==> src/hw/evstat_params.svh <==
// Constants for the event status collector: offsets, fields, resets.
// Assumes inclusion by bare name from the design file.
`ifndef EVSTAT_PARAMS_SVH
`define EVSTAT_PARAMS_SVH

// ****************************************************************
// Register offsets (byte addresses)
// ****************************************************************
`define OFS_EVENT_STATUS   8'h58
`define OFS_EVENT_ENABLE   8'h5C
`define OFS_ORDER_PROBE    8'h64
`define OFS_LEVEL_CFG      8'h68
`define OFS_RX_COUNTDOWN   8'h6C

// ****************************************************************
// Reset values and masks
// ****************************************************************
`define RST_STATUS         32'h0000_0000
`define RST_ENABLE         32'h0000_0000
`define RST_LEVEL_CFG      32'h4800_0000
`define ORDER_PROBE_VALUE  32'h8765_4321
`define STATUS_W1C_MASK    32'h83BB_E7DF
`define STATUS_READ_MASK   32'h83BF_E7DF
`define LEVEL_READ_MASK    32'hFFFF_00FF
`define DROP_CNT_BELOW     32'h7FFF_FFFF
`define DROP_CNT_ABOVE     32'h8000_0000

// ****************************************************************
// Flag positions in the status word
// ****************************************************************
`define B_SW_EVENT     31
`define B_TX_HALTED    25
`define B_RX_HALTED    24
`define B_DROP_HALF    23
`define B_TX_BUF_DONE  21
`define B_RX_COUNT     20
`define B_TIMER_WRAP   19
`define B_XCVR_EVENT   18
`define B_PWR_EVENT    17
`define B_TXQ_OVFL     16
`define B_RX_OVERSIZE  15
`define B_RX_ERROR     14
`define B_TX_ERROR     13
`define B_TXD_OVERRUN  10
`define B_TXD_SPACE    9
`define B_TXQ_FULL     8
`define B_TXQ_LEVEL    7
`define B_RX_DROPPED   6
`define B_RXQ_FULL     4
`define B_RXQ_LEVEL    3

// Field positions in the level and countdown registers
`define F_TXD_LVL      31:24
`define F_TXQ_LVL      23:16
`define F_RXQ_LVL      7:0
`define F_COUNTDOWN    27:16

`endif

==> src/hw/evstat_pkg.sv <==
// Types shared by the event status collector.
// Assumes the params header is on the include path.
`default_nettype none

package evstat_pkg;
	typedef logic [31:0] word_t;
	typedef logic [11:0] count_t;
	typedef enum logic [1:0] {
		RESP_OKAY   = 2'h0,
		RESP_SLVERR = 2'h2
	} resp_t;
endpackage

`default_nettype wire

==> src/hw/interrupt_status_collector.sv <==
// Event status collector with an AXI4-Lite register slave.
// Assumes all event inputs come from logic on I_MCLK.
//
// Register access over AXI4-Lite is this design's own decision.
`timescale 1ns/1ps
`default_nettype none
`include "evstat_params.svh"

module interrupt_status_collector
	import evstat_pkg::*;
(
	input  wire  logic        I_MCLK,           // 10 MHz clock
	input  wire  logic        I_RSTN,           // Sync reset, low
	// AXI4-Lite slave
	input  wire  logic [7:0]  I_AWADDR,         // Write address
	input  wire  logic        I_AWVALID,        // Write address valid
	output var   logic        O_AWREADY,        // Write address ready
	input  wire  logic [31:0] I_WDATA,          // Write data
	input  wire  logic [3:0]  I_WSTRB,          // Byte strobes
	input  wire  logic        I_WVALID,         // Write data valid
	output var   logic        O_WREADY,         // Write data ready
	output var   logic [1:0]  O_BRESP,          // Write response
	output var   logic        O_BVALID,         // Write response valid
	input  wire  logic        I_BREADY,         // Write response ready
	input  wire  logic [7:0]  I_ARADDR,         // Read address
	input  wire  logic        I_ARVALID,        // Read address valid
	output var   logic        O_ARREADY,        // Read address ready
	output var   logic [31:0] O_RDATA,          // Read data
	output var   logic [1:0]  O_RRESP,          // Read response
	output var   logic        O_RVALID,         // Read data valid
	input  wire  logic        I_RREADY,         // Read data ready
	// Event sources
	input  wire  logic        I_TX_HALT_REQ,    // Transmit halt requested
	input  wire  logic        I_TX_STOPPED,     // Transmitter is idle
	input  wire  logic        I_RX_HALTED,      // Receiver in halted state
	input  wire  logic [31:0] I_DROP_CNT,       // Dropped-frame counter
	input  wire  logic        I_TX_BUF_DONE,    // Marked buffer loaded
	input  wire  logic        I_RX_WORD_READ,   // Word read from rx fifo
	input  wire  logic        I_TIMER_WRAP,     // Timer wrapped to FFFFh
	input  wire  logic        I_XCVR_EVENT,     // Transceiver event level
	input  wire  logic        I_PWR_EVENT,      // Power event detected
	input  wire  logic        I_TXQ_OVFL,       // Tx status fifo overflow
	input  wire  logic        I_RX_OVERSIZE,    // Frame over 2048 bytes
	input  wire  logic        I_RX_ERROR,       // Receiver error
	input  wire  logic        I_TX_ERROR,       // Transmitter error
	input  wire  logic        I_TXD_WRITE,      // Tx data write attempt
	input  wire  logic        I_TXD_FULL,       // Tx data fifo full
	input  wire  logic [7:0]  I_TXD_FREE_BLKS,  // Free space, 64B blocks
	input  wire  logic [7:0]  I_TXQ_USED,       // Tx status words used
	input  wire  logic        I_TXQ_FULL,       // Tx status fifo full
	input  wire  logic        I_RX_DROPPED,     // Received frame dropped
	input  wire  logic [7:0]  I_RXQ_USED,       // Rx status words used
	input  wire  logic        I_RXQ_FULL,       // Rx status fifo full
	input  wire  logic [2:0]  I_PIN_EVENT,      // Qualified pin events
	// Results
	output var   logic        O_IRQ_LINE,       // Any enabled flag set
	output var   logic        O_PWR_IRQ,        // Power irq, no hold-off
	output var   logic        O_WAKE,           // Wake pulse
	output var   logic [31:0] O_ENABLE          // Enable mask to irq pin
);

	localparam int LV_TX_HALT = 0;
	localparam int LV_RX_HALT = 1;
	localparam int LV_TXD_SPC = 2;
	localparam int LV_TXQ_LVL = 3;
	localparam int LV_TXQ_FUL = 4;
	localparam int LV_RXQ_FUL = 5;
	localparam int LV_RXQ_LVL = 6;
	localparam int LV_SW_REQ  = 7;

	// ****************************************************************
	// Functions
	// ****************************************************************
	function automatic word_t strobe_mask(input logic [3:0] strb);
		word_t m;
		m = '0;
		for (int i = 0; i < 4; i++) begin
			m[i*8 +: 8] = {8{strb[i]}};
		end
		return m;
	endfunction

	function automatic word_t merge(input word_t old, input word_t wd,
		input logic [3:0] strb);
		word_t m;
		m = strobe_mask(strb);
		return (old & ~m) | (wd & m);
	endfunction

	function automatic logic mapped(input logic [7:0] a);
		return (a == `OFS_EVENT_STATUS) || (a == `OFS_EVENT_ENABLE) ||
			(a == `OFS_ORDER_PROBE) || (a == `OFS_LEVEL_CFG) ||
			(a == `OFS_RX_COUNTDOWN);
	endfunction

	// ****************************************************************
	// Declarations
	// ****************************************************************
	word_t       status_r;
	word_t       status_nxt;
	word_t       enable_r;
	word_t       level_r;
	count_t      countdown_r;
	logic [31:0] drop_prev_r;
	logic [7:0]  lvl_now;
	logic [7:0]  lvl_prev_r;
	logic [7:0]  lvl_rise;
	word_t       ev_set;
	word_t       ev_clr;
	logic        count_done;
	logic [7:0]  aw_addr_r;
	logic        aw_got_r;
	word_t       w_data_r;
	logic [3:0]  w_strb_r;
	logic        w_got_r;
	logic        wr_fire;
	logic [7:0]  rd_addr;
	word_t       rd_word;

	// ****************************************************************
	// AXI4-Lite write channels
	// ****************************************************************
	assign wr_fire = aw_got_r && w_got_r && !O_BVALID;

	always_ff @(posedge I_MCLK) begin
		if (!I_RSTN) begin
			O_AWREADY <= 1'b0;
			aw_got_r  <= 1'b0;
			aw_addr_r <= 8'h00;
		end else if (O_AWREADY && I_AWVALID) begin
			O_AWREADY <= 1'b0;
			aw_got_r  <= 1'b1;
			aw_addr_r <= I_AWADDR;
		end else if (wr_fire) begin
			aw_got_r  <= 1'b0;
		end else begin
			O_AWREADY <= !aw_got_r && !O_BVALID;
		end
	end

	always_ff @(posedge I_MCLK) begin
		if (!I_RSTN) begin
			O_WREADY <= 1'b0;
			w_got_r  <= 1'b0;
			w_data_r <= 32'h0000_0000;
			w_strb_r <= 4'h0;
		end else if (O_WREADY && I_WVALID) begin
			O_WREADY <= 1'b0;
			w_got_r  <= 1'b1;
			w_data_r <= I_WDATA;
			w_strb_r <= I_WSTRB;
		end else if (wr_fire) begin
			w_got_r  <= 1'b0;
		end else begin
			O_WREADY <= !w_got_r && !O_BVALID;
		end
	end

	always_ff @(posedge I_MCLK) begin
		if (!I_RSTN) begin
			O_BVALID <= 1'b0;
			O_BRESP  <= RESP_OKAY;
		end else if (wr_fire) begin
			O_BVALID <= 1'b1;
			O_BRESP  <= mapped(aw_addr_r) ? RESP_OKAY : RESP_SLVERR;
		end else if (I_BREADY) begin
			O_BVALID <= 1'b0;
		end
	end

	// ****************************************************************
	// AXI4-Lite read channels
	// ****************************************************************
	assign rd_addr = I_ARADDR;

	always_comb begin
		rd_word = 32'h0000_0000;
		unique case (rd_addr)
			`OFS_EVENT_STATUS: rd_word = status_r & `STATUS_READ_MASK;
			`OFS_EVENT_ENABLE: rd_word = enable_r & `STATUS_READ_MASK;
			`OFS_ORDER_PROBE:  rd_word = `ORDER_PROBE_VALUE;
			`OFS_LEVEL_CFG:    rd_word = level_r & `LEVEL_READ_MASK;
			`OFS_RX_COUNTDOWN: rd_word[`F_COUNTDOWN] = countdown_r;
			default:           rd_word = 32'h0000_0000;
		endcase
	end

	always_ff @(posedge I_MCLK) begin
		if (!I_RSTN) begin
			O_ARREADY <= 1'b0;
			O_RVALID  <= 1'b0;
			O_RDATA   <= 32'h0000_0000;
			O_RRESP   <= RESP_OKAY;
		end else if (O_ARREADY && I_ARVALID) begin
			O_ARREADY <= 1'b0;
			O_RVALID  <= 1'b1;
			O_RDATA   <= rd_word;
			O_RRESP   <= mapped(rd_addr) ? RESP_OKAY : RESP_SLVERR;
		end else if (O_RVALID) begin
			O_RVALID  <= !I_RREADY;
		end else begin
			O_ARREADY <= 1'b1;
		end
	end

	// ****************************************************************
	// Configuration registers
	// ****************************************************************
	always_ff @(posedge I_MCLK) begin
		if (!I_RSTN) begin
			enable_r <= `RST_ENABLE;
		end else if (wr_fire && aw_addr_r == `OFS_EVENT_ENABLE) begin
			enable_r <= merge(enable_r, w_data_r, w_strb_r)
				& `STATUS_READ_MASK;
		end
	end

	always_ff @(posedge I_MCLK) begin
		if (!I_RSTN) begin
			level_r <= `RST_LEVEL_CFG;
		end else if (wr_fire && aw_addr_r == `OFS_LEVEL_CFG) begin
			level_r <= merge(level_r, w_data_r, w_strb_r)
				& `LEVEL_READ_MASK;
		end
	end

	// Countdown of words still to be read from the receive fifo
	assign count_done = I_RX_WORD_READ && (countdown_r == 12'h001);

	always_ff @(posedge I_MCLK) begin
		if (!I_RSTN) begin
			countdown_r <= 12'h000;
		end else if (wr_fire && aw_addr_r == `OFS_RX_COUNTDOWN) begin
			countdown_r <= count_t'(merge({4'h0, countdown_r, 16'h0000},
				w_data_r, w_strb_r) >> 16);
		end else if (I_RX_WORD_READ && countdown_r != 12'h000) begin
			countdown_r <= countdown_r - 12'h001;
		end
	end

	// ****************************************************************
	// Event detection
	// ****************************************************************
	always_comb begin
		lvl_now             = 8'h00;
		lvl_now[LV_TX_HALT] = I_TX_HALT_REQ && I_TX_STOPPED;
		lvl_now[LV_RX_HALT] = I_RX_HALTED;
		lvl_now[LV_TXD_SPC] = I_TXD_FREE_BLKS > level_r[`F_TXD_LVL];
		lvl_now[LV_TXQ_LVL] = I_TXQ_USED > level_r[`F_TXQ_LVL];
		lvl_now[LV_TXQ_FUL] = I_TXQ_FULL;
		lvl_now[LV_RXQ_FUL] = I_RXQ_FULL;
		lvl_now[LV_RXQ_LVL] = I_RXQ_USED > level_r[`F_RXQ_LVL];
		lvl_now[LV_SW_REQ]  = enable_r[`B_SW_EVENT];
	end

	assign lvl_rise = lvl_now & ~lvl_prev_r;

	always_ff @(posedge I_MCLK) begin
		if (!I_RSTN) begin
			lvl_prev_r  <= 8'h00;
			drop_prev_r <= 32'h0000_0000;
		end else begin
			lvl_prev_r  <= lvl_now;
			drop_prev_r <= I_DROP_CNT;
		end
	end

	// Sources set flags regardless of the enable mask, except bit 31, which is set when enable bit 31 rises
	always_comb begin
		ev_set                 = 32'h0000_0000;
		ev_set[`B_SW_EVENT]    = lvl_rise[LV_SW_REQ];
		ev_set[`B_TX_HALTED]   = lvl_rise[LV_TX_HALT];
		ev_set[`B_RX_HALTED]   = lvl_rise[LV_RX_HALT];
		ev_set[`B_DROP_HALF]   = drop_prev_r == `DROP_CNT_BELOW &&
			I_DROP_CNT == `DROP_CNT_ABOVE;
		ev_set[`B_TX_BUF_DONE] = I_TX_BUF_DONE;
		ev_set[`B_RX_COUNT]    = count_done;
		ev_set[`B_TIMER_WRAP]  = I_TIMER_WRAP;
		ev_set[`B_PWR_EVENT]   = I_PWR_EVENT;
		ev_set[`B_TXQ_OVFL]    = I_TXQ_OVFL;
		ev_set[`B_RX_OVERSIZE] = I_RX_OVERSIZE;
		ev_set[`B_RX_ERROR]    = I_RX_ERROR;
		ev_set[`B_TX_ERROR]    = I_TX_ERROR;
		ev_set[`B_TXD_OVERRUN] = I_TXD_WRITE && I_TXD_FULL;
		ev_set[`B_TXD_SPACE]   = lvl_rise[LV_TXD_SPC];
		ev_set[`B_TXQ_FULL]    = lvl_rise[LV_TXQ_FUL];
		ev_set[`B_TXQ_LEVEL]   = lvl_rise[LV_TXQ_LVL];
		ev_set[`B_RX_DROPPED]  = I_RX_DROPPED;
		ev_set[`B_RXQ_FULL]    = lvl_rise[LV_RXQ_FUL];
		ev_set[`B_RXQ_LEVEL]   = lvl_rise[LV_RXQ_LVL];
		ev_set[2:0]            = I_PIN_EVENT;
	end

	// ****************************************************************
	// Status register
	// ****************************************************************
	// Write-one-to-clear; the transceiver bit and reserved bits ignore it
	assign ev_clr = (wr_fire && aw_addr_r == `OFS_EVENT_STATUS) ?
		(w_data_r & strobe_mask(w_strb_r) & `STATUS_W1C_MASK) :
		32'h0000_0000;

	always_comb begin
		status_nxt = ((status_r & ~ev_clr) | ev_set)
			& `STATUS_W1C_MASK;
		status_nxt[`B_XCVR_EVENT] = I_XCVR_EVENT;
	end

	always_ff @(posedge I_MCLK) begin
		if (!I_RSTN) begin
			status_r <= `RST_STATUS;
		end else begin
			status_r <= status_nxt;
		end
	end

	// ****************************************************************
	// Interrupt and wake outputs
	// ****************************************************************
	always_ff @(posedge I_MCLK) begin
		if (!I_RSTN) begin
			O_IRQ_LINE <= 1'b0;
			O_PWR_IRQ  <= 1'b0;
			O_ENABLE   <= 32'h0000_0000;
		end else begin
			O_IRQ_LINE <= |(status_r & enable_r);
			O_PWR_IRQ  <= status_r[`B_PWR_EVENT] &&
				enable_r[`B_PWR_EVENT];
			O_ENABLE   <= enable_r;
		end
	end

	// Only a host write to the probe register wakes the device
	always_ff @(posedge I_MCLK) begin
		if (!I_RSTN) begin
			O_WAKE <= 1'b0;
		end else begin
			O_WAKE <= wr_fire && aw_addr_r == `OFS_ORDER_PROBE;
		end
	end

endmodule

`default_nettype wire

==> config.mk <==
export PLATFORM = sky130hd
export DESIGN_NAME = interrupt_status_collector
export DESIGN_NICKNAME = d
export VERILOG_FILES = /design/src/hw/evstat_pkg.sv /design/src/hw/interrupt_status_collector.sv
export VERILOG_INCLUDE_DIRS = /design/src /design/src/hw
export SDC_FILE = /design/constraint.sdc
export NUM_CORES = 1
export LEC_CHECK = 0
export ABC_CLOCK_PERIOD_IN_PS = 2100
export BUFFER_PORTS_ARGS = -buffer_cell sky130_fd_sc_hd__buf_2
export CAP_MARGIN = 20
export CELL_PAD_IN_SITES_DETAIL_PLACEMENT = 1
export CELL_PAD_IN_SITES_GLOBAL_PLACEMENT = 1
export CORE_ASPECT_RATIO = 2
export CORE_MARGIN = 2
export CORE_UTILIZATION = 36
export DETAILED_ROUTE_END_ITERATION = 6
export PLACE_DENSITY = 0.72
export SYNTH_ARGS = -nofsm -noshare
export SYNTH_HDL_FRONTEND = slang
export SYNTH_SLANG_ARGS = --single-unit
==> constraint.sdc <==
create_clock -name I_MCLK -period 2.1 [get_ports I_MCLK]
set_input_delay 0.315 -clock I_MCLK [delete_from_list [all_inputs] [get_ports I_MCLK]]
set_output_delay 0.315 -clock I_MCLK [all_outputs]
set_load 0.01 [all_outputs]
# ---- Word level (Yosys, flattened, before mapping)
# Cells that the tools add are included.
dict set report word_totals {
  word_cells 110
  register_bits 244
}
dict set report classes {
  n_reduce_logical 39
  order_cmp 3
  bitwise 15
  eq_ne 13
  n_addsub 1
  mux 15
}
# cell n
set ops {}
lappend ops {{32-bit AND} 5}
lappend ops {{32-bit bitwise OR} 3}
lappend ops {{8-bit by 7-bit == test with 1-bit output, second input constant} 10}
lappend ops {{32-bit inverter} 2}
lappend ops {{16-bit one-hot mux with 4 select lines} 1}
lappend ops {{12-bit one-hot mux with 5 select lines} 1}
lappend ops {{32-bit by 31-bit == test with 1-bit output, second input constant} 1}
lappend ops {{32-bit == test, second input constant} 1}
lappend ops {{32-bit two-way mux} 1}
lappend ops {{32-bit OR reduction} 1}
lappend ops {{28-bit AND} 1}
lappend ops {{28-bit bitwise OR} 1}
lappend ops {{8-bit > comparator} 3}
lappend ops {{12-bit two-way mux} 2}
lappend ops {{1-bit logical AND} 18}
lappend ops {{4-bit one-hot mux with 4 select lines} 1}
lappend ops {{12-bit by 1-bit == test with 1-bit output, second input constant} 1}
lappend ops {{12-bit nonzero test} 1}
lappend ops {{12-bit by 1-bit subtractor with 12-bit output, second input constant} 1}
lappend ops {{8-bit AND} 1}
lappend ops {{1-bit logical OR} 8}
lappend ops {{8-bit inverter} 1}
lappend ops {{2-bit nonzero test} 4}
lappend ops {{1-bit two-way mux} 7}
lappend ops {{other kinds (4)} 10}

# ---- Logic depth before layout (Yosys ltp)
# Gate-level depths: netlist of the first run.
dict set report logic_depth {
  ltp_word 7
  mapped_depth 9
}

# ---- Least setup slack after synthesis of the first run
# No wires, ideal clock.
dict set report synth_path {
  path_type {reg2reg}
  start {register with a tool-made name}
  end {register with a tool-made name}
  n_path_buf 1
  period_less_slack_ps 2020
  setup_ps 118
  slack_ps 80
  required_time_ps 1982
  stages_incl_launch_ff 7
  t_arrival_ps 1902
  path_cell_list {dfxtp_1 or4_4 o41ai_4 nor2_4 buf_6 a211oi_2 nor2_1}
}

==> results of run 1 <==
[stage by stage]
step,power [W],util (%)
final,0.0105,45.7
after global routing,0.0110,45.7
after CTS,0.0106,45.4
after detailed placement,0.00629,42.3
after global placement,0.00623,42.3
after floorplan,0.00568,-
[area by class of cell]
cell class	count	area (sq um)
well taps	344	430
flip-flops and latches	228	4570
fillers	3170	14200
clock inverters	10	141
clock buffers	30	632
inverters	35	133
multi-input cells	778	4540
repair buffers	258	1500
[timing repair]
item / CTS / global route
gates resized for setup: 0 / 7
endpoints found under the hold margin: 2 / 0
setup endpoints to repair: 4 / 24
hold buffers: 2 / 0
pin swaps: 1 / 4
setup buffers: 1 / 7
[logic make-up after synthesis]
family	Yosys count	share of synthesized area, %
xor+xnor	2	0.184
simple gates	450	23.5
mux	28	2.99
other cells	1	0.0395
flops	228	48.1
buf+inv	101	4.72
fa+ha+maj	27	3.56
compound gates	258	16.9
[path summary, 6_finish.rpt]
kind,start,endpoint,slack [ps],cells past startpoint
worst max-delay path,register,register,60,7
worst min-delay path,I_DROP_CNT[6],drop_prev_r[6],20,2
worst max register to register,register,register,60,7
worst min register to register,lvl_prev_r[0],status_r[25],420,1
[per-layer routing]
layer	vias to the layer above	wire, um	track usage, %
met5	-	0	0
met4	0	1370	10.6
met3	68	1390	2.88
met2	234	19500	49.3
met1	4368	10900	21.7
li1	4232	-	-
[critical path: cells and delay by family (launching register included)]
family	cells	cell delay, ps
buf+inv	1	200
flops	1	310
compound gates	2	640
xor+xnor	1	140
simple gates	3	660
[cell usage in the layout (no fill, tap or decap), types with 25 or more instances in the layout]
cell type / n
a21oi_1: 119
a22oi_1: 26
and2_1: 71
buf_2: 195
buf_4: 57
dfxtp_1: 227
ha_1: 27
inv_1: 34
mux2i_1: 25
nand2_1: 190
nand3_1: 36
nor2_1: 53
o21ai_0: 36
[power by group through the flow]
stage	Sequential, W	Clock [W]	Combinational [W]
2_1_floorplan	0.00478	0	0.000895
3_3_place_gp	0.00482	0	0.00141
3_5_place_dp	0.00483	0	0.00146
4_1_cts	0.00473	0.00435	0.00148
5_1_grt	0.00476	0.00451	0.00169
6_report	0.00473	0.00426	0.00154
==> flow_metrics.env, run 1 <==
export IMPL_start_util_pct=36.3
export IMPL_power_frac_comb_pct=14.6
export IMPL_design_portCount=211
export IMPL_place_hpwl_mm=25.4
export IMPL_die_w_um=119
export IMPL_viasPerCell=5.29
export IMPL_critPathSlowestCell="or4_4"
export IMPL_row_count=84
export IMPL_synth_edf_count=0
export IMPL_globalRouteTotalUtil_pct=23.5
export IMPL_rsz0062_at_grt="yes"
export IMPL_clock_path_buffers=3
export IMPL_numCtsBuffers=22
export IMPL_p_sw_share_pct=26.9
export IMPL_post_place_cells=1633
export IMPL_slew_viol_final=0
export IMPL_antenna_found_initial=0
export IMPL_synth_seq_cells=228
export IMPL_grt_pass1_vias=9227
export IMPL_synthTopCellsByArea="dfxtp_1, nand2_1, a21oi_1, and2_1, ha_1"
export IMPL_cp_start_kind="register"
export IMPL_yosysTopAreaCell="dfxtp_1"
export IMPL_layout_setup_ws_ps=57.5
export IMPL_pwr_share_clk_pct=40.5
export IMPL_synth_area_sq_mm=0.00950
export IMPL_clkLatencyLatePin_ps=520
export IMPL_dieArea_sq_mm=0.0278
export IMPL_dr_total_vias=8902
export IMPL_wire_per_inst_um=19.7
export IMPL_cp_end_kind="register"
export IMPL_hold_slack_ps=16.6
export IMPL_yosys_cell_count_top_type="dfxtp_1"
export IMPL_cts_tree="yes"
export IMPL_drive_gt1_share_pct=23.7
export IMPL_seqPwrFrac_pct=44.9
export IMPL_cts_root_buffer="clkbuf_16"
export IMPL_hold_viol=0
export IMPL_ys_flop_type="dfxtp_1"
export IMPL_core_sq_mm=0.0262
export IMPL_crit_chain="or4_4 > o41ai_4 > buf_4 > nor4_1 > xor2_1 > nor2_1 > a211oi_1"
export IMPL_die_y_um=234
export IMPL_ant_nets=0
export IMPL_vdd_drop_max_uv=488
export IMPL_synth_cell_types=59
export IMPL_nets=1485
export IMPL_relSlewSlack_pct=33.1
export IMPL_min_period_over_period_pct=97.3
export IMPL_final_setup_viol_count=0
export IMPL_skew_ps=11.8
export IMPL_gp_congestion=0.860
export IMPL_seq_area_frac_synth_pct=48.1
export IMPL_cp_slowest_stage_delay_ps=550
export IMPL_arrival_ps=2460
export IMPL_powerDensity_mw_per_mm2=882
export IMPL_totalNegativeSetupSlack_ps=0
export IMPL_clock_sinks=228
export IMPL_design_area_sq_mm=0.0119
export IMPL_clk_pin_slew_ps=70
export IMPL_cp_max_fo=4
export IMPL_drc_errors=0
export IMPL_post_route_min_period_ps=2040
export IMPL_yosys_top_cells_count="dfxtp_1, nand2_1, a21oi_1, and2_1, nor2_1"
export IMPL_p_switching_w=0.00283
export IMPL_drtPass1Iterations=4
export IMPL_avgSynthCellArea_sq_um=8.67
export IMPL_min_path_type="in -> reg"
export IMPL_status="complete, no violations"
export IMPL_numPortBuffers=195
export IMPL_synthCells=1095
export IMPL_post_place_ws_ps=-117
export IMPL_worst_slew_pin_slew_ps=1000
export IMPL_max_freq_mhz=490
export IMPL_grt_overflow=0
export IMPL_power_leakage_nw=4.92
export IMPL_p_int_w=0.00771
export IMPL_max_cap_violations=0
export IMPL_grt_max_degree=117
export IMPL_routed_wl_mm=33.2
export IMPL_syn2layout_area_growth_pct=25.8
export IMPL_synth_top_area_share_pct=48.1
export IMPL_grt_pass1_wl_mm=50.5
export IMPL_async_flop_share_pct=0
export IMPL_drtIter0Drc=352
export IMPL_diodes=0
export IMPL_yosys_warnings=0
export IMPL_dpl_cell_area_sq_mm=0.0111
export IMPL_instances_no_fill=1683
export IMPL_path_class="reg -> reg"
export IMPL_cts_max_level=1
export IMPL_critPathRequiredTime_ps=2520
(Power assumes the default switching activity.)
==> run 2, diff against run 1 <==
--- a/config.mk
+++ b/config.mk
@@ -6,6 +6,7 @@
 export SDC_FILE = /design/constraint.sdc
 export NUM_CORES = 1
 export LEC_CHECK = 0
+export ABC_AREA = 1
 export ABC_CLOCK_PERIOD_IN_PS = 2100
 export BUFFER_PORTS_ARGS = -buffer_cell sky130_fd_sc_hd__buf_2
 export CAP_MARGIN = 20
@@ -13,9 +14,10 @@
 export CELL_PAD_IN_SITES_GLOBAL_PLACEMENT = 1
 export CORE_ASPECT_RATIO = 2
 export CORE_MARGIN = 2
-export CORE_UTILIZATION = 36
+export CORE_UTILIZATION = 35
 export DETAILED_ROUTE_END_ITERATION = 6
-export PLACE_DENSITY = 0.72
+export MAX_ROUTING_LAYER = met4
+export PLACE_DENSITY = 0.73
 export SYNTH_ARGS = -nofsm -noshare
 export SYNTH_HDL_FRONTEND = slang
 export SYNTH_SLANG_ARGS = --single-unit
==> run 2 against run 1 <==
  * Wire length grew 5.1%
  * Clock skew grew 2.6 ps
  * Clock-buffer cell count grew 1
  * Core utilization shrank 1.0 points
  * Sequential power is essentially flat
  * Critical path type unchanged
  * Largest power group unchanged
==> flow_metrics.env, run 2 <==
export IMPL_wire_per_inst_um=17.4
export IMPL_gp_congestion=0.889
export IMPL_avgSynthCellArea_sq_um=7.12
export IMPL_r2r_slack_ps=300
export IMPL_yosys_warnings=0
export IMPL_critPathSlowestCell="dfxtp_1"
export IMPL_hold_slack_ps=18.3
export IMPL_drc_errors=0
export IMPL_totalNegativeSetupSlack_ps=0
export IMPL_layout_commonest_cell="nand2_1"
export IMPL_status="complete, no violations"
export IMPL_synthTopCellsByArea="dfxtp_1, nand2_1, nor2_1, o21ai_0, inv_1"
export IMPL_vdd_drop_max_uv=575
export IMPL_cp_start_kind="register"
export IMPL_powerDensity_mw_per_mm2=805
export IMPL_max_freq_mhz=555
export IMPL_synth_area_sq_mm=0.00998
export IMPL_cp_max_fo=9
export IMPL_critPathBufInv=0
export IMPL_synth_seq_cells=228
export IMPL_post_route_min_period_ps=1800
export IMPL_globalRouteTotalUtil_pct=24.0
export IMPL_synth_top_area_share_pct=45.7
export IMPL_grt_pass1_wl_mm=53.9
export IMPL_die_w_um=123
export IMPL_row_count=87
export IMPL_power_frac_comb_pct=11.1
export IMPL_worst_slew_pin_slew_ps=625
export IMPL_holdPathStages=3
export IMPL_async_flop_share_pct=0
export IMPL_seqPwrFrac_pct=46.6
export IMPL_ys_flop_type="dfxtp_1"
export IMPL_seq_area_frac_synth_pct=45.7
export IMPL_drtPass1Iterations=4
export IMPL_clk_pin_slew_ps=70
export IMPL_skew_ps=14.4
export IMPL_p_sw_share_pct=25.9
export IMPL_layout_common_cells="nand2_1, dfxtp_1, nor2_1, buf_2, inv_1"
export IMPL_grt_pass1_vias=10500
export IMPL_yosysTopAreaCell="dfxtp_1"
export IMPL_antenna_found_initial=0
export IMPL_cts_max_level=1
export IMPL_reg2reg_from="aw_addr_r[0]"
export IMPL_busiest_layer="met2"
export IMPL_min_period_over_period_pct=85.8
export IMPL_cts_resized_gates=0
export IMPL_clock_path_buffers=3
export IMPL_viasPerCell=4.94
export IMPL_dieArea_sq_mm=0.0300
export IMPL_final_setup_viol_count=0
export IMPL_power_leakage_nw=6.10
export IMPL_cp_slowest_stage_delay_ps=330
export IMPL_max_cap_violations=0
export IMPL_hold_viol=0
export IMPL_grt_overflow=0
export IMPL_cp_end_kind="register"
export IMPL_slew_viol_final=0
export IMPL_cts_root_buffer="clkbuf_16"
export IMPL_clock_sinks=228
export IMPL_core_sq_mm=0.0281
export IMPL_nets=1798
export IMPL_clkLatencyLatePin_ps=530
export IMPL_syn2layout_area_growth_pct=25.6
export IMPL_critPathRequiredTime_ps=2520
export IMPL_min_delay_start="I_RX_HALTED"
export IMPL_pwr_share_clk_pct=42.4
export IMPL_synth_edf_count=0
export IMPL_holdPathEnd="lvl_prev_r[1]"
export IMPL_diodes=0
export IMPL_start_util_pct=35.5
export IMPL_crit_chain="nor2_4 > nand2_2 > nor2_2 > nand2_1 > nor2_2 > nand2_2 > o21ai_0 > nor2_1"
export IMPL_drive_gt1_share_pct=18.2
export IMPL_rsz0062_at_grt="no"
export IMPL_min_path_type="in -> reg"
export IMPL_path_class="reg -> reg"
export IMPL_p_switching_w=0.00261
export IMPL_drtIter0Drc=442
export IMPL_place_hpwl_mm=26.4
export IMPL_design_portCount=211
export IMPL_use_met2_pct=46.8
export IMPL_r2r_cells=8
export IMPL_grt_use_met1_pct=22.1
export IMPL_numCtsBuffers=22
export IMPL_die_y_um=243
export IMPL_ctsHoldBuffers=35
export IMPL_use_met3_pct=2.47
export IMPL_path_delay_family="simple AND/OR/NAND/NOR gates"
export IMPL_dr_total_vias=9906
export IMPL_post_cts_buffers=0
export IMPL_p_int_w=0.00748
export IMPL_grt_max_degree=50
export IMPL_ant_nets=0
export IMPL_synthCells=1402
export IMPL_synth_cell_types=39
export IMPL_relSlewSlack_pct=58.3
export IMPL_arrival_ps=2220
export IMPL_yosys_top_cells_count="nand2_1, dfxtp_1, nor2_1, inv_1, o21ai_0"
export IMPL_yosys_cell_count_top_type="nand2_1"
export IMPL_numPortBuffers=195
export IMPL_routed_wl_mm=34.9
export IMPL_cts_tree="yes"
## run 2: cell families after synthesis
logic type	count (synthesis)	share of synthesized area (%)
AOI/OAI and AO/OA	195	10.3
xor gates and xnor gates	3	0.263
buffers and inverters	224	9.57
adders and majority gates	27	3.39
and+or+nand+nor	724	30.7
DFF	228	45.7
other	1	0.0376
## run 2: worst max path at each step
stage / endpoint / slack [ps] / depth (start not counted) / startpoint
detailed placement: O_RDATA[27] / 320 / 10 / I_ARADDR[0]
global route: register / 80 / 8 / aw_addr_r[0]
finish: register / 300 / 8 / aw_addr_r[0]
floorplan: register / 720 / 6 / O_BVALID
CTS: register / 250 / 8 / aw_addr_r[0]
global placement: O_RDATA[27] / 360 / 10 / I_ARADDR[0]
## run 2: worst min-delay path, delay by kind of cell
| kind | cells | cell delay, ps |
|---|---|---|
| buffers and inverters | 2 | 140 |
| and+or+nand+nor | 1 | 60 |
## run 2: final cells by class
| type | instances | area [sq um] |
|---|---|---|
| Tap cell | 356 | 445 |
| Fill cell | 3596 | 15600 |
| Timing Repair Buffer | 264 | 1650 |
| Sequential cell | 228 | 4560 |
| Clock inverter | 8 | 126 |
| Inverter | 158 | 598 |
| Clock buffer | 31 | 646 |
| Multi-Input combinational cell | 962 | 4500 |
## run 2: power groups by stage
stage | sequential (W) | clock, W | combinational (W)
after floorplan | 0.00472 | 0 | 0.000688
after global placement | 0.00478 | 0 | 0.00102
after detailed placement | 0.00479 | 0 | 0.00106
after CTS | 0.00470 | 0.00438 | 0.00112
after global routing | 0.00472 | 0.00453 | 0.00127
final | 0.00470 | 0.00427 | 0.00112
## run 2: layer usage
layer / routed length, um / up-vias
li1: - / 4869
met1: 12000 / 4726
met2: 19800 / 225
met3: 1250 / 86
met4: 1810 / 0
met5: 0 / -
## run 2: through the flow
stage / cell area [sq um] / total power [W] / cells / utilization (%) / worst slack, ps
2_1_floorplan: 10000 / 0.00540 / 1414 / - / 722
3_3_place_gp: 11400 / 0.00581 / 1933 / 40.6 / 355
3_5_place_dp: 11400 / 0.00585 / 1933 / 40.6 / 322
4_1_cts: 12500 / 0.0102 / 2007 / 44.6 / 254
5_1_grt: 12500 / 0.0105 / 2007 / 44.6 / 77.9
6_report: 12500 / 0.0101 / 2007 / 44.6 / 297
==> run 3, diff against run 2 <==
--- a/config.mk
+++ b/config.mk
@@ -18,6 +18,7 @@
 export DETAILED_ROUTE_END_ITERATION = 6
 export MAX_ROUTING_LAYER = met4
 export PLACE_DENSITY = 0.73
+export RECOVER_POWER = 25
 export SYNTH_ARGS = -nofsm -noshare
 export SYNTH_HDL_FRONTEND = slang
 export SYNTH_SLANG_ARGS = --single-unit
==> run 3 against run 2 <==
  * Critical path depth fell by 2
  * Worst hold slack barely moved
  * Clock power barely moved
  * Sequential power barely moved
  * Flip-flop and latch count did not move
  * Core utilization fell by 0.16 points
==> flow_metrics.env, run 3 (same netlist as run 2, synthesis figures left out) <==
export IMPL_status="complete, no violations"
export IMPL_clk_pin_slew_ps=70
export IMPL_globalRouteTotalUtil_pct=24.0
export IMPL_crit_chain="clkbuf_1 > clkbuf_1 > nand3_2 > inv_2 > nand2_1 > nand2_1"
export IMPL_layout_common_cells="nand2_1, dfxtp_1, nor2_1, buf_2, inv_1"
export IMPL_numPortBuffers=195
export IMPL_antenna_found_initial=0
export IMPL_cts_resized_gates=0
export IMPL_arrival_ps=2360
export IMPL_worst_slew_pin_slew_ps=1170
export IMPL_syn2layout_area_growth_pct=25.1
export IMPL_die_w_um=123
export IMPL_min_delay_start="I_RX_HALTED"
export IMPL_drc_errors=0
export IMPL_place_hpwl_mm=26.4
export IMPL_cp_start_kind="input pin"
export IMPL_cp_slowest_stage_delay_ps=930
export IMPL_reg2reg_from="aw_addr_r[0]"
export IMPL_hold_viol=0
export IMPL_min_period_over_period_pct=89.6
export IMPL_routed_wl_mm=34.9
export IMPL_relSlewSlack_pct=21.7
export IMPL_crit_start="I_RSTN"
export IMPL_clock_path_buffers=3
export IMPL_start_util_pct=35.5
export IMPL_drive_gt1_share_pct=17.7
export IMPL_wire_per_inst_um=17.4
export IMPL_layout_commonest_cell="nand2_1"
export IMPL_post_place_cells=1933
export IMPL_die_y_um=243
export IMPL_grt_pass1_wl_mm=53.9
export IMPL_grt_pass1_vias=10500
export IMPL_critPathRequiredTime_ps=2580
export IMPL_critPathSlowestCell="clkbuf_1"
export IMPL_cts_max_level=1
export IMPL_skew_ps=15.3
export IMPL_min_path_type="in -> reg"
export IMPL_viasPerCell=4.92
export IMPL_grt_max_degree=50
export IMPL_dr_total_vias=9876
export IMPL_dieArea_sq_mm=0.0300
export IMPL_critical_path_cell_count=6
export IMPL_max_cap_violations=0
export IMPL_core_sq_mm=0.0281
export IMPL_slew_viol_final=0
export IMPL_final_setup_viol_count=0
export IMPL_totalNegativeSetupSlack_ps=0
export IMPL_row_count=87
export IMPL_final_core_util_pct=44.5
export IMPL_clkLatencyLatePin_ps=530
export IMPL_numCtsBuffers=22
export IMPL_grt_overflow=0
export IMPL_max_freq_mhz=531
export IMPL_ctsHoldBuffers=35
export IMPL_vdd_drop_max_uv=574
export IMPL_power_leakage_nw=6.07
export IMPL_r2r_slack_ps=300
export IMPL_clock_sinks=228
export IMPL_cp_max_fo=23
export IMPL_path_delay_family="buffers and inverters"
export IMPL_rsz0062_at_grt="no"
export IMPL_gp_congestion=0.889
export IMPL_drtIter0Drc=438
export IMPL_ant_nets=0
export IMPL_post_route_min_period_ps=1880
export IMPL_design_portCount=211
export IMPL_path_class="in -> reg"
export IMPL_cp_end_kind="register"
export IMPL_drtPass1Iterations=4
export IMPL_nets=1798
export IMPL_instances_no_fill=2007
export IMPL_r2r_cells=8
export IMPL_post_cts_buffers=0
export IMPL_critPathBufInv=3
export IMPL_cts_root_buffer="clkbuf_16"
export IMPL_worstSetupEndpoint="O_RDATA[31]"
export IMPL_powerDensity_mw_per_mm2=808
export IMPL_cts_tree="yes"
export IMPL_diodes=0
## run 3: tightest hold or removal path, delay by kind of cell
kind                   cells  cell delay (ps)
AND/OR/NAND/NOR            1               60
buffers and inverters      2              140
## run 3: stage by stage
| step | total power [W] | hold WS, ps | area [sq um] | setup slack [ps] |
|---|---|---|---|---|
| global route | 0.0105 | 26.2 | 12500 | 77.9 |
| floorplan | 0.00540 | 408 | 10000 | 722 |
| finish | 0.0101 | 17.8 | 12500 | 218 |
| global placement | 0.00581 | 413 | 11400 | 355 |
| detailed placement | 0.00585 | 423 | 11400 | 322 |
| CTS | 0.0102 | 5.70 | 12500 | 254 |
## run 3: how the worst min path moves through the flow
stage,endpoint,cells after the start
floorplan,status_r[24],1
global placement,status_r[8],1
detailed placement,status_r[24],1
CTS,lvl_prev_r[1],3
global route,lvl_prev_r[1],3
finish,lvl_prev_r[1],3
## run 3: power breakdown
group	total [W]	switching, W	internal (W)
Clock	0.00428	0.00176	0.00252
Combinational	0.00111	0.000671	0.000435
Sequential	0.00470	0.000187	0.00451
Total	0.0101	0.00262	0.00747
## run 3: area by class of cell
type,count,area [sq um]
Fill cell,3604,15600
Sequential cell,228,4560
Clock buffer,31,646
Inverter,158,598
Multi-Input combinational cell,962,4500
Clock inverter,8,126
Timing Repair Buffer,264,1600
Tap cell,356,445
## run 3: metal layers
metal / track usage [%] / share of wire, %
met5: - / 0
met3: 2.47 / 3.6
met2: 46.8 / 57
met1: 22.1 / 34
met4: 12.1 / 5.0
